**config.mk**
```make
export PLATFORM = sky130hd
export DESIGN_NAME = itu_irq_and_timer_unit
export DESIGN_NICKNAME = d
export VERILOG_FILES = /design/src/itu_pkg.sv /design/src/itu_irq_and_timer_unit.sv
export SDC_FILE = /design/constraint.sdc
export NUM_CORES = 1
export LEC_CHECK = 0
export BUFFER_PORTS_ARGS = -buffer_cell sky130_fd_sc_hd__buf_2
export CORE_ASPECT_RATIO = 1.5
export CORE_MARGIN = 5
export CORE_UTILIZATION = 55
export DETAILED_ROUTE_END_ITERATION = 8
export GPL_TIMING_DRIVEN = 0
export PLACE_DENSITY = 0.81
export SLEW_MARGIN = 20
export SYNTH_ARGS = -nofsm -noshare
export SYNTH_HDL_FRONTEND = slang
export SYNTH_SLANG_ARGS = --single-unit
```
**constraint.sdc**
```tcl
create_clock -name sys_clk -period 4.8 [get_ports sys_clk]
set_input_delay 0.72 -clock sys_clk [delete_from_list [all_inputs] [get_ports sys_clk]]
set_output_delay 0.72 -clock sys_clk [all_outputs]
set_load 0.03 [all_outputs]
```
**src/itu_pkg.sv**
```systemverilog
// Package: register map, field layout and carrier types of the event/counter unit
`default_nettype none

package itu_pkg;

   // ---------------------------------------------------------------
   // Register byte offsets
   // ---------------------------------------------------------------
   localparam logic [7:0] ITU_PRIMARY_STATUS_REG = 8'h00;
   localparam logic [7:0] ITU_EVENT_FLAGS_A = 8'h04;
   localparam logic [7:0] ITU_EVENT_FLAGS_B = 8'h08;
   localparam logic [7:0] ITU_EVENT_ENABLE_A = 8'h0C;
   localparam logic [7:0] ITU_EVENT_ENABLE_B = 8'h10;
   localparam logic [7:0] ITU_FIFO_THRESHOLD = 8'h14;
   localparam logic [7:0] ITU_FIFO_THRESHOLD_MSB = 8'h18;
   localparam logic [7:0] ITU_COUNTER_GROUP_CONTROL = 8'h1C;
   // Counter n sits at (n + 1) * 0x20; wakeup counter is n = 4
   localparam logic [2:0] ITU_CNT_BANK_FIRST = 3'h1;
   localparam logic [4:0] ITU_CNT_CONTROL = 5'h00;
   localparam logic [4:0] ITU_CNT_RELOAD_HIGH = 5'h04;
   localparam logic [4:0] ITU_CNT_RELOAD_LOW = 5'h08;
   localparam logic [4:0] ITU_CNT_VALUE_HIGH = 5'h0C;
   localparam logic [4:0] ITU_CNT_VALUE_LOW = 5'h10;

   // ---------------------------------------------------------------
   // Field positions
   // ---------------------------------------------------------------
   localparam int ITU_SETCLR_BIT = 7;
   localparam int ITU_STAT_IND_BIT = 0;
   localparam int ITU_STAT_PIN_EN_BIT = 1;
   localparam int ITU_STROBE_LSB = 4;
   localparam int ITU_CTL_AUTO_BIT = 2;
   localparam int ITU_CTL_STOP_EN_BIT = 3;
   localparam int ITU_WAKE_RUN_BIT = 0;
   localparam int ITU_WAKE_AUTO_BIT = 1;
   // Flag bank A
   localparam int ITU_A_SEND_DONE = 0;
   localparam int ITU_A_RECEIVE_DONE = 1;
   localparam int ITU_A_COMMAND_DONE = 2;
   localparam int ITU_A_FIFO_HIGH = 3;
   localparam int ITU_A_FIFO_LOW = 4;
   localparam int ITU_A_COMM_ERROR = 5;
   localparam int ITU_A_CARD_DETECT = 6;
   // Flag bank B: bits 0..3 are the four counters
   localparam int ITU_B_FRAME_START = 4;
   localparam int ITU_B_WAKEUP = 5;
   localparam int ITU_B_ANY_EVENT = 6;

   // ---------------------------------------------------------------
   // Reset values and encodings
   // ---------------------------------------------------------------
   localparam logic [6:0] ITU_FLAGS_RST = 7'h00;
   localparam logic [6:0] ITU_ENABLE_RST = 7'h00;
   localparam logic ITU_PIN_EN_RST = 1'b1;
   localparam logic [8:0] ITU_THRESHOLD_RST = 9'h008;
   localparam logic [15:0] ITU_RELOAD_RST = 16'h0000;
   localparam logic [1:0] ITU_SEL_FAST = 2'h0;
   localparam logic [1:0] ITU_SEL_MID = 2'h1;
   localparam logic [1:0] ITU_SEL_WAKEUP = 2'h2;

   // ---------------------------------------------------------------
   // Carriers
   // ---------------------------------------------------------------
   typedef struct packed {
      logic read;
      logic write;
      logic [7:0] address;
      logic [3:0] byteenable;
      logic [31:0] writedata;
   } itu_av_req_t;

   typedef struct packed {
      logic send_done;
      logic receive_done;
      logic command_done;
      logic card_detect;
      logic frame_start;
      logic [7:0] rx_error_bits;
   } itu_events_t;

endpackage : itu_pkg

`default_nettype wire

```
**src/itu_irq_and_timer_unit.sv**
```systemverilog
// Module: event flags, enables, interrupt pin and five down-counters
//
// Our own choices: the placing of the registers and register access over Avalon-MM.
`timescale 1ns/1ps
`default_nettype none

module itu_irq_and_timer_unit #(
   parameter int FIFO_DEPTH = 512,
   parameter int LEVEL_W = 10
) (
   // Clock, reset, enable
   input wire logic sys_clk,
   input wire logic rst,
   input wire logic clk_en,
   // Avalon-MM slave
   input wire itu_pkg::itu_av_req_t av_req,
   output logic [31:0] av_readdata,
   output logic av_waitrequest,
   // Event sources, same clock
   input wire itu_pkg::itu_events_t events,
   input wire logic [LEVEL_W-1:0] fifo_level,
   input wire logic [3:0] stop_event,
   // Count clocks from other domains
   input wire logic count_clk_fast,
   input wire logic count_clk_mid,
   input wire logic slow_oscillator,
   // Interrupt request pin
   output logic irq_req
);
   import itu_pkg::*;

   // ---------------------------------------------------------------
   // Parameter check
   // ---------------------------------------------------------------
   generate
      if (FIFO_DEPTH < 2 || FIFO_DEPTH > 1023 ||
          LEVEL_W != $clog2(FIFO_DEPTH + 1) || LEVEL_W < 9) begin : g_bad
         $error("itu_irq_and_timer_unit: bad FIFO_DEPTH or LEVEL_W");
      end
   endgenerate

   localparam logic [LEVEL_W-1:0] DEPTH_V = LEVEL_W'(FIFO_DEPTH);

   // ---------------------------------------------------------------
   // State
   // ---------------------------------------------------------------
   typedef struct packed {
      logic [6:0] flags_a;
      logic [6:0] flags_b;
      logic [6:0] enable_a;
      logic [6:0] enable_b;
      logic pin_en;
      logic [8:0] threshold;
      logic [4:0][15:0] value;
      logic [4:0][15:0] reload;
      logic [4:0] running;
      logic [4:0] auto_reload;
      logic [3:0] stop_en;
      logic [3:0][1:0] clk_sel;
      logic [2:0] sync1;
      logic [2:0] sync2;
      logic [2:0] sync_prev;
      logic high_prev;
      logic low_prev;
      logic ack;
      logic [31:0] rdata;
      logic irq;
   } itu_state_t;

   itu_state_t st;
   itu_state_t next_st;

   logic [2:0] edges;
   logic [4:0] tick;
   logic [4:0] underflow;
   logic wake_uf;
   logic high_status;
   logic low_status;
   logic [LEVEL_W-1:0] thr_ext;
   logic [31:0] rd;
   logic wr_go;
   logic [2:0] bank;
   logic [2:0] idx;
   logic [4:0] sub;
   logic [7:0] wd;
   logic [6:0] pend_a;
   logic [6:0] pend_b;

   assign av_readdata = st.rdata;
   assign av_waitrequest = (av_req.read | av_req.write) & ~st.ack;
   assign irq_req = st.irq;

   // Set bits 0-6 when bit 7 is one, else clear them
   function automatic logic [6:0] setclr(input logic [6:0] cur,
                                         input logic [7:0] w);
      if (w[ITU_SETCLR_BIT]) begin
         setclr = cur | w[6:0];
      end else begin
         setclr = cur & ~w[6:0];
      end
   endfunction

   // ---------------------------------------------------------------
   // Next state
   // ---------------------------------------------------------------
   always_comb begin
      next_st = st;
      rd = 32'h0000_0000;
      wr_go = av_req.write & st.ack & av_req.byteenable[0];
      bank = av_req.address[7:5];
      idx = bank - ITU_CNT_BANK_FIRST;
      sub = av_req.address[4:0];
      wd = av_req.writedata[7:0];

      // Pending flags, read by the status bit and the summary flag
      pend_a = st.flags_a & st.enable_a;
      pend_b = st.flags_b & st.enable_b;

      // ---------------------------------------------------------------
      // Count clock synchronisers and rising edges
      // ---------------------------------------------------------------
      // Only the second stage feeds the edge detector
      next_st.sync1 = {slow_oscillator, count_clk_mid, count_clk_fast};
      next_st.sync2 = st.sync1;
      next_st.sync_prev = st.sync2;
      edges = st.sync2 & ~st.sync_prev;

      // ---------------------------------------------------------------
      // Wakeup counter always counts the slow oscillator
      // ---------------------------------------------------------------
      tick[4] = edges[2];
      wake_uf = st.running[4] & edges[2] & (st.value[4] == 16'h0000);
      for (int i = 0; i < 4; i++) begin
         unique case (st.clk_sel[i])
            ITU_SEL_FAST: tick[i] = edges[0];
            ITU_SEL_MID: tick[i] = edges[1];
            ITU_SEL_WAKEUP: tick[i] = wake_uf;
            default: tick[i] = 1'b0;
         endcase
      end

      // ---------------------------------------------------------------
      // Counters
      // ---------------------------------------------------------------
      // A stop event wins over a tick, so no flag follows it
      for (int i = 0; i < 5; i++) begin
         underflow[i] = 1'b0;
         if (st.running[i]) begin
            if (i < 4 && st.stop_en[i & 3] && stop_event[i & 3]) begin
               next_st.running[i] = 1'b0;
            end else if (tick[i]) begin
               if (st.value[i] == 16'h0000) begin
                  underflow[i] = 1'b1;
                  if (st.auto_reload[i]) begin
                     next_st.value[i] = st.reload[i];
                  end else begin
                     next_st.running[i] = 1'b0;
                  end
               end else begin
                  next_st.value[i] = st.value[i] - 16'h0001;
               end
            end
         end
      end

      // ---------------------------------------------------------------
      // Register read, latched on the first cycle of a request
      // ---------------------------------------------------------------
      // Reserved and unmapped bits read as zero
      unique case (av_req.address)
         ITU_PRIMARY_STATUS_REG: begin
            rd[ITU_STAT_IND_BIT] = st.irq | (|pend_a) | (|pend_b);
            rd[ITU_STAT_PIN_EN_BIT] = st.pin_en;
         end
         ITU_EVENT_FLAGS_A: rd[6:0] = st.flags_a;
         ITU_EVENT_FLAGS_B: rd[6:0] = st.flags_b;
         ITU_EVENT_ENABLE_A: rd[6:0] = st.enable_a;
         ITU_EVENT_ENABLE_B: rd[6:0] = st.enable_b;
         ITU_FIFO_THRESHOLD: rd[7:0] = st.threshold[7:0];
         ITU_FIFO_THRESHOLD_MSB: rd[0] = st.threshold[8];
         ITU_COUNTER_GROUP_CONTROL: rd[3:0] = st.running[3:0];
         default: begin
            if (bank >= ITU_CNT_BANK_FIRST && idx < 3'h5) begin
               unique case (sub)
                  ITU_CNT_CONTROL: begin
                     if (idx == 3'h4) begin
                        rd[ITU_WAKE_RUN_BIT] = st.running[4];
                        rd[ITU_WAKE_AUTO_BIT] = st.auto_reload[4];
                     end else begin
                        rd[1:0] = st.clk_sel[idx[1:0]];
                        rd[ITU_CTL_AUTO_BIT] = st.auto_reload[idx];
                        rd[ITU_CTL_STOP_EN_BIT] = st.stop_en[idx[1:0]];
                     end
                  end
                  ITU_CNT_RELOAD_HIGH: rd[7:0] = st.reload[idx][15:8];
                  ITU_CNT_RELOAD_LOW: rd[7:0] = st.reload[idx][7:0];
                  ITU_CNT_VALUE_HIGH: rd[7:0] = st.value[idx][15:8];
                  ITU_CNT_VALUE_LOW: rd[7:0] = st.value[idx][7:0];
                  default: rd = 32'h0000_0000;
               endcase
            end
         end
      endcase
      next_st.ack = (av_req.read | av_req.write) & ~st.ack;
      if (av_req.read & ~st.ack) begin
         next_st.rdata = rd;
      end

      // ---------------------------------------------------------------
      // Register write, taken at the edge where waitrequest is low
      // ---------------------------------------------------------------
      if (wr_go) begin
         unique case (av_req.address)
            ITU_PRIMARY_STATUS_REG: next_st.pin_en = wd[ITU_STAT_PIN_EN_BIT];
            ITU_EVENT_FLAGS_A: next_st.flags_a = setclr(st.flags_a, wd);
            ITU_EVENT_FLAGS_B: next_st.flags_b = setclr(st.flags_b, wd);
            ITU_EVENT_ENABLE_A: next_st.enable_a = setclr(st.enable_a, wd);
            ITU_EVENT_ENABLE_B: next_st.enable_b = setclr(st.enable_b, wd);
            ITU_FIFO_THRESHOLD: next_st.threshold[7:0] = wd;
            ITU_FIFO_THRESHOLD_MSB: next_st.threshold[8] = wd[0];
            ITU_COUNTER_GROUP_CONTROL: begin
               for (int i = 0; i < 4; i++) begin
                  if (wd[ITU_STROBE_LSB + i]) begin
                     next_st.running[i] = wd[i];
                     if (wd[i]) begin
                        next_st.value[i] = st.reload[i];
                     end
                  end
               end
            end
            default: begin
               if (bank >= ITU_CNT_BANK_FIRST && idx < 3'h5) begin
                  unique case (sub)
                     ITU_CNT_CONTROL: begin
                        if (idx == 3'h4) begin
                           next_st.running[4] = wd[ITU_WAKE_RUN_BIT];
                           next_st.auto_reload[4] = wd[ITU_WAKE_AUTO_BIT];
                           if (wd[ITU_WAKE_RUN_BIT] & ~st.running[4]) begin
                              next_st.value[4] = st.reload[4];
                           end
                        end else begin
                           next_st.clk_sel[idx[1:0]] = wd[1:0];
                           next_st.auto_reload[idx] = wd[ITU_CTL_AUTO_BIT];
                           next_st.stop_en[idx[1:0]] = wd[ITU_CTL_STOP_EN_BIT];
                        end
                     end
                     ITU_CNT_RELOAD_HIGH: next_st.reload[idx][15:8] = wd;
                     ITU_CNT_RELOAD_LOW: next_st.reload[idx][7:0] = wd;
                     default: begin
                     end
                  endcase
               end
            end
         endcase
      end

      // ---------------------------------------------------------------
      // FIFO warning levels from one threshold
      // ---------------------------------------------------------------
      thr_ext = LEVEL_W'(st.threshold);
      high_status = fifo_level >= (DEPTH_V - thr_ext);
      low_status = fifo_level <= thr_ext;
      next_st.high_prev = high_status;
      next_st.low_prev = low_status;

      // ---------------------------------------------------------------
      // Hardware sets, applied after the host write so a set wins
      // ---------------------------------------------------------------
      // Error flag re-sets each cycle while an error bit stands
      if (events.send_done) next_st.flags_a[ITU_A_SEND_DONE] = 1'b1;
      if (events.receive_done) next_st.flags_a[ITU_A_RECEIVE_DONE] = 1'b1;
      if (events.command_done) next_st.flags_a[ITU_A_COMMAND_DONE] = 1'b1;
      if (high_status & ~st.high_prev) next_st.flags_a[ITU_A_FIFO_HIGH] = 1'b1;
      if (low_status & ~st.low_prev) next_st.flags_a[ITU_A_FIFO_LOW] = 1'b1;
      if (|events.rx_error_bits) next_st.flags_a[ITU_A_COMM_ERROR] = 1'b1;
      if (events.card_detect) next_st.flags_a[ITU_A_CARD_DETECT] = 1'b1;
      if (events.frame_start) next_st.flags_b[ITU_B_FRAME_START] = 1'b1;
      for (int i = 0; i < 4; i++) begin
         if (underflow[i]) next_st.flags_b[i] = 1'b1;
      end
      if (underflow[4]) next_st.flags_b[ITU_B_WAKEUP] = 1'b1;

      // ---------------------------------------------------------------
      // Summary flag over every other enabled pending flag
      // ---------------------------------------------------------------
      if ((|pend_a) | (|pend_b[5:0])) begin
         next_st.flags_b[ITU_B_ANY_EVENT] = 1'b1;
      end

      // ---------------------------------------------------------------
      // Pin follows pending flags of the new state
      // ---------------------------------------------------------------
      // Rises at the same edge as the flag behind it
      next_st.irq = next_st.pin_en &
         ((|(next_st.flags_a & next_st.enable_a)) |
          (|(next_st.flags_b & next_st.enable_b)));
   end

   // ---------------------------------------------------------------
   // State register
   // ---------------------------------------------------------------
   // Reset acts whatever the clock enable
   always_ff @(posedge sys_clk) begin
      if (rst) begin
         st <= '0;
         st.flags_a <= ITU_FLAGS_RST;
         st.flags_b <= ITU_FLAGS_RST;
         st.enable_a <= ITU_ENABLE_RST;
         st.enable_b <= ITU_ENABLE_RST;
         st.pin_en <= ITU_PIN_EN_RST;
         st.threshold <= ITU_THRESHOLD_RST;
         st.reload <= {5{ITU_RELOAD_RST}};
      end else if (clk_en) begin
         st <= next_st;
      end
   end

endmodule // itu_irq_and_timer_unit

`default_nettype wire

```
==> results by group, run 1 <==
Worst setup path
  • CP most frequent cell: buf_2
  • Critical path origin: av_req[41]
  • CP startpoint kind: input pin
  • WP data required: 5200 ps
  • Delay-heaviest family, CP: buffers and inverters
  • Worst reg2reg path depth: 7
  • Worst-path cell chain: buf_2, clkbuf_1, buf_2, clkinvlp_4, ha_1, xor2_2, buf_2, buf_2, mux2i_1, o2bb2ai_1, a222oi_1, o22ai_1, o21ai_0, a31oi_1
  • CP bufs+invs: 6
  • Worst r2r src: st[221]
  • CP Max Fanout: 10
  • Worst path depth: 14
  • Worst Setup End Kind: flop
  • Crit-path slowest cell: o21ai_0
  • Slowest stage delay, CP: 810 ps
  • WS Path Type: input pin to flop
  • CP arrival: ~5300 ps

Detailed routing
  • Avg Vias per Cell: roughly 7.4
  • Iter 0 DRT Violations: ~3k
  • Drt pass-1 iters: 6
  • Vias: 19.47k
  • Post-DRT Antenna Nets: 0
  • Routed len/inst: 31.58 um
  • Final wirelength: between 80 and 90 mm
  • # DRC: 0

Timing
  • Time the worst path needs with I/O delays and setup: 4914 ps
  • Final Setup Violations: 1
  • Relative slew slack: a little under an eighth
  • Worst Tran Pin Value: 1330 ps
  • Fin crit share: 102.4%
  • RSZ-0062 raised after global routing: false
  • Final Hold Violating Endpoints: 0
  • Fin worst setup slack: -114.1 ps
  • Hold slack: 402.6 ps
  • Fmax: 203.5 MHz
  • Final Skew: approximately 14 ps
  • Slew Viols, Final: 0

Clock network
  • Cts hold-fix bufs: 0
  • Clk_lat worst skew: 570 ps
  • CTS Buf Count: 26
  • CTS max path bufs: 3
  • # clock sinks: 241
  • CTS root buffer: clkbuf_16
  • CTS tree: yes
  • Htree depth: 1
  • Clk slew on worst S/H paths: 70 ps

Global route
  • First-pass GRT wire length: 119.5 mm
  • Vias in the first global route: 18.28k
  • Met3 global-route usage: 13.50%
  • Met2 Use GR: about three quarters
  • GRT Residual Overflow: 0
  • Largest net degree at the start of global routing: 16
  • All-Layer GR Usage: 48.89%
  • Met1 Resource Use GR: between 50% and 60%
  • Layer with the highest usage: met2
  • Initial antenna violation count: 6

Logic synthesis
  • Post-synth EDFFs: 0
  • Number of synthesized register bits: 241
  • Cells after synthesis: around 2.1k
  • Post-synthesis cell area: 16240 sq um
  • Sequential share of the synthesized area: 29.71%
  • Netlist cell types: 97
  • YS warnings: 0
  • Async set or reset register ratio after synthesis: 0%
  • Mean Syn Cell Area: ~7.7 sq um
  • Top FF cell, synth: dfxtp_1

Die
  • CORE AREA: 29290 sq um
  • Cell Rows: 77
  • Top-Level Pins: about 110
  • DIE HEIGHT: 220.5 um
  • Die area: between 30000 and 40000 sq um
  • Initial Util: 55.45%
  • Die X-Extent: 150.3 um

Placed design
  • Port Buf Inserts: 57
  • DP Wirelength: between 60 and 70 mm
  • GPL Wtd Cong: 1.133
  • Pre-CTS WS: -1576 ps

Power and ir drop
  • Pleak: 6.615 nW
  • Worst vdd ir: 0.0003633 V
  • Power density cells: 288.1 nW/um^2

Flow run
  • Max-cap viol count: 0

Finish
  • Syn-to-layout area delta: 11.49%
  • FF/Latch Area: around 4800 sq um
  • Commonest non-fill, non-tap cell in the layout: dfxtp_1
  • Fill cells: 2709
  • Most frequent cells in the layout: dfxtp_1, nor2_1, nand2_1
  • Ratio of cells with drive above 1 in the final layout: 10.24%
  • Final nets: about 2.3k
  • Area of the multi-input gates: 10420 sq um

Hold path
  • Hold depth: 3
  • Min-delay worst type: input pin to flop
  • Worst Hold Launch: slow_oscillator

Outcome
  • Violated checks: negative setup slack
  • Status: finished with violations
## logic make-up (layout without fill, tap and decap cells)
| group | count (synthesis) | in the layout | synth area share, % |
|---|---|---|---|
| and+or+nand+nor | 761 | 761 | 23.40 |
| AOI/OAI and AO/OA | 620 | 620 | 26.02 |
| buffers and inverters | 262 | 366 | 6.941 |
| DFF | 241 | 241 | 29.71 |
| muxes | 176 | 176 | 11.19 |
| adders and majority gates | 29 | 29 | 2.234 |
| xor gates and xnor gates | 9 | 9 | 0.4854 |
| other | 1 | 29 | 0.02309 |
## layout make-up
type	instances	share of cell area (%)
Multi-Input combinational cell	1619	57.53
Sequential cell	241	26.65
Buffer	203	5.045
Clock buffer	34	4.043
Tap cell	395	2.730
Timing Repair Buffer	59	1.658
Inverter	58	1.223
Clock inverter	12	1.057
Antenna cell	5	0.06910
## synthesized netlist by cell type (29+ instances only)
cell | count | area, sq um
dfxtp_1 | 241 | 4825
nor2_1 | 205 | 769.5
nand2_1 | 172 | 645.6
mux2i_1 | 158 | 1582
a21oi_1 | 157 | 785.8
clkbuf_1 | 140 | 525.5
o21ai_0 | 105 | 525.5
nand3_1 | 96 | 480.5
nor3_1 | 85 | 425.4
inv_1 | 57 | 214.0
o22ai_1 | 40 | 250.2
a211oi_1 | 39 | 292.8
a221oi_1 | 37 | 324.1
o2bb2ai_1 | 33 | 289.0
buf_4 | 32 | 240.2
nand4_1 | 32 | 200.2
a31oi_1 | 31 | 193.9
ha_1 | 29 | 362.9
## report_power, final
part           internal [mW]  total (mW)  leakage [nW]  switching, mW
sequential              2.03        2.08          1.95         0.0466
clock                   1.34        2.28         0.459          0.943
combinational          0.243       0.856          4.20          0.613
total                   3.61        5.22          6.61           1.60
## tightest hold or removal path: stages
cell	delay [ps]
buf_2	80
mux2i_1	50
nor2_1	80
## worst paths after layout
kind                         end  slack, ps
setup reg to reg         irq_req        790
hold / removal       next_st[41]        400
hold reg to reg             flop        480
setup / recovery  av_readdata[5]       -110
## what timing repair did
item,CTS,global route
setup endpoints to repair,120,52
buffers inserted,0,2
pin swaps,0,1
resized for setup,4,7
## routing by layer
layer,routed length [um],vias to the layer above
met1,26600,8951
met4,10420,0
met3,10870,611
li1,-,8089
met5,0,-
met2,35030,1814
## metrics by stage
stage | TNS [ps] | std cells | utilization, % | instance area (sq um) | power (mW)
6_report | -114.1 | 2626 | 61.82 | 18110 | 5.216
5_1_grt | 0 | 2622 | 61.79 | 18100 | 5.290
4_1_cts | 0 | 2619 | 61.65 | 18060 | 5.121
3_5_place_dp | -133200 | 2574 | 58.43 | 17110 | 2.917
3_3_place_gp | -130620 | 2574 | 58.41 | 17110 | 2.905
2_1_floorplan | 0 | 2122 | - | 16330 | 2.619
Power figures use the tool's default switching activity.
==> inputs of run 2 (changes only) <==
--- a/config.mk
+++ b/config.mk
@@ -6,12 +6,16 @@
 export NUM_CORES = 1
 export LEC_CHECK = 0
 export BUFFER_PORTS_ARGS = -buffer_cell sky130_fd_sc_hd__buf_2
+export CELL_PAD_IN_SITES_DETAIL_PLACEMENT = 1
+export CELL_PAD_IN_SITES_GLOBAL_PLACEMENT = 1
 export CORE_ASPECT_RATIO = 1.5
 export CORE_MARGIN = 5
-export CORE_UTILIZATION = 55
+export CORE_UTILIZATION = 46
+export CTS_CLUSTER_DIAMETER = 30
 export DETAILED_ROUTE_END_ITERATION = 8
 export GPL_TIMING_DRIVEN = 0
-export PLACE_DENSITY = 0.81
+export PLACE_DENSITY = 0.88
+export SKIP_LAST_GASP = 1
 export SLEW_MARGIN = 20
 export SYNTH_ARGS = -nofsm -noshare
 export SYNTH_HDL_FRONTEND = slang
==> results by group, run 2 (synthesis results as in run 1) <==
Outcome
  • Status: finished with violations
  • Violated checks: negative setup slack

Timing
  • Fmax: 208.3 MHz
  • Hold slack: 386.9 ps
  • Relative slew slack: 15.54%
  • Final Setup Violations: 1
  • Slew Viols, Final: 0
  • Final Skew: about 15 ps
  • RSZ-0062 raised after global routing: true
  • Time the worst path needs with I/O delays and setup: 4800 ps
  • Worst Tran Pin Value: 1267 ps
  • Final Hold Violating Endpoints: 0
  • Setup TNS: -0.01465 ps
  • Fin worst setup slack: -0.01465 ps
  • Fin crit share: 100.0%

Die
  • Die X-Extent: 163.4 um
  • Cell Rows: 84
  • DIE HEIGHT: between 200 and 250 um
  • CORE AREA: ~35000 sq um
  • Top-Level Pins: 113
  • Initial Util: 46.40%
  • Die area: approximately 40000 sq um

Placed design
  • Port Buf Inserts: 57
  • DP Area: 17220 sq um
  • GPL Wtd Cong: roughly 1.1
  • DP Wirelength: 66.07 mm
  • Cells after DPL: 2652
  • Pre-CTS WS: -1454 ps

Clock network
  • Clk_lat worst skew: 600 ps
  • Clk slew on worst S/H paths: around 60 ps
  • Post-CTS Setup Bufs: 0
  • # clock sinks: 241
  • CTS tree: yes
  • Htree depth: 2
  • CTS root buffer: clkbuf_16
  • CTS max path bufs: 3
  • CTS Buf Count: 53

Worst setup path
  • WP data required: 5270 ps
  • WS Path Type: input pin to flop
  • CP arrival: 5270 ps
  • CP startpoint kind: input pin
  • Worst Setup End Kind: flop
  • CP Max Fanout: 11
  • Worst reg2reg path depth: 10

Finish
  • Non-Filler Instances: 2752
  • Final design area excluding fillers: 19130 sq um
  • Final design utilization: 54.65%
  • Most frequent cells in the layout: dfxtp_1, nor2_1, nand2_1
  • Commonest non-fill, non-tap cell in the layout: dfxtp_1
  • Ratio of cells with drive above 1 in the final layout: 12.69%
  • Syn-to-layout area delta: 17.77%
  • Fill cells: 4344
  • Final nets: approximately 2.3k

Global route
  • First-pass GRT wire length: between 100 and 150 mm
  • Largest net degree at the start of global routing: 14
  • Vias in the first global route: 20.25k
  • GRT Residual Overflow: 0
  • All-Layer GR Usage: 44.93%
  • Initial antenna violation count: 3

Detailed routing
  • Drt pass-1 iters: 8
  • Iter 0 DRT Violations: 2300
  • Post-DRT Antenna Nets: 0
  • Routed len/inst: 32.93 um
  • # DRC: 0
  • Avg Vias per Cell: approximately 7.2
  • Vias: 19.77k
  • Final wirelength: 90.63 mm

Power and ir drop
  • Worst vdd ir: around 0.00033 V
  • Power density cells: roughly 360 nW/um^2
  • PnR Total Power: about 6.8 mW
  • Pleak: 7.048 nW

Hold path
  • Hold depth: 3
  • Min-delay worst type: input pin to flop

Flow run
  • Max-cap viol count: 0
-- run 2: metal layers --
layer	track usage [%]	wire, um	up-vias	share of wire [%]
li1	-	-	8169	-
met1	47.97	29910	9516	33
met2	70.63	39520	1487	44
met3	11.56	9522	598	11
met4	44.30	11650	4	13
met5	0	23	-	0.025
-- run 2: final cells by class --
cell class / instances / area (sq um) / share of cell area [%]
buffer: 203 / 915.9 / 4.788
antenna: 1 / 2.502 / 0.01308
multi-input combinational: 1619 / 10440 / 54.59
sequential: 241 / 4825 / 25.22
timing repair buffer: 57 / 285.3 / 1.491
inverter: 58 / 217.7 / 1.138
tap: 473 / 591.8 / 3.094
clock inverter: 44 / 467.9 / 2.447
clock buffer: 56 / 1380 / 7.215
-- run 2: worst paths after layout --
| kind | from | to | slack (ps) |
|---|---|---|---|
| worst max-delay path | av_req[41] | av_readdata[7] | -0.01 |
| worst min-delay path | slow_oscillator | next_st[41] | 390 |
| worst max register to register | st[211] | irq_req | 860 |
| worst min register to register | flop | flop | 480 |
-- run 2: worst max-delay path, cell delays in order --
cell       delay (ps)
buf_2             130
clkbuf_1          300
clkbuf_2          410
inv_1             180
clkbuf_2          300
ha_2              320
xor2_2            360
buf_2             370
buf_2             390
mux2i_1           510
o2bb2ai_1         190
a222oi_1          400
o22ai_1           160
o21ai_0           400
a21oi_1           110
-- run 2: where the power goes --
part,internal [mW],leakage [nW],switching [mW],total (mW)
registers,2.03,1.95,0.0491,2.08
logic,0.244,4.20,0.643,0.887
clock network,2.41,0.900,1.43,3.84
total,4.69,7.05,2.12,6.81
-- run 2: repair_timing --
item / in CTS / in global routing
gates resized for setup: 6 / 8
hold buffers: 0 / 0
setup endpoints to repair: 119 / 112
pin swaps: 0 / 0
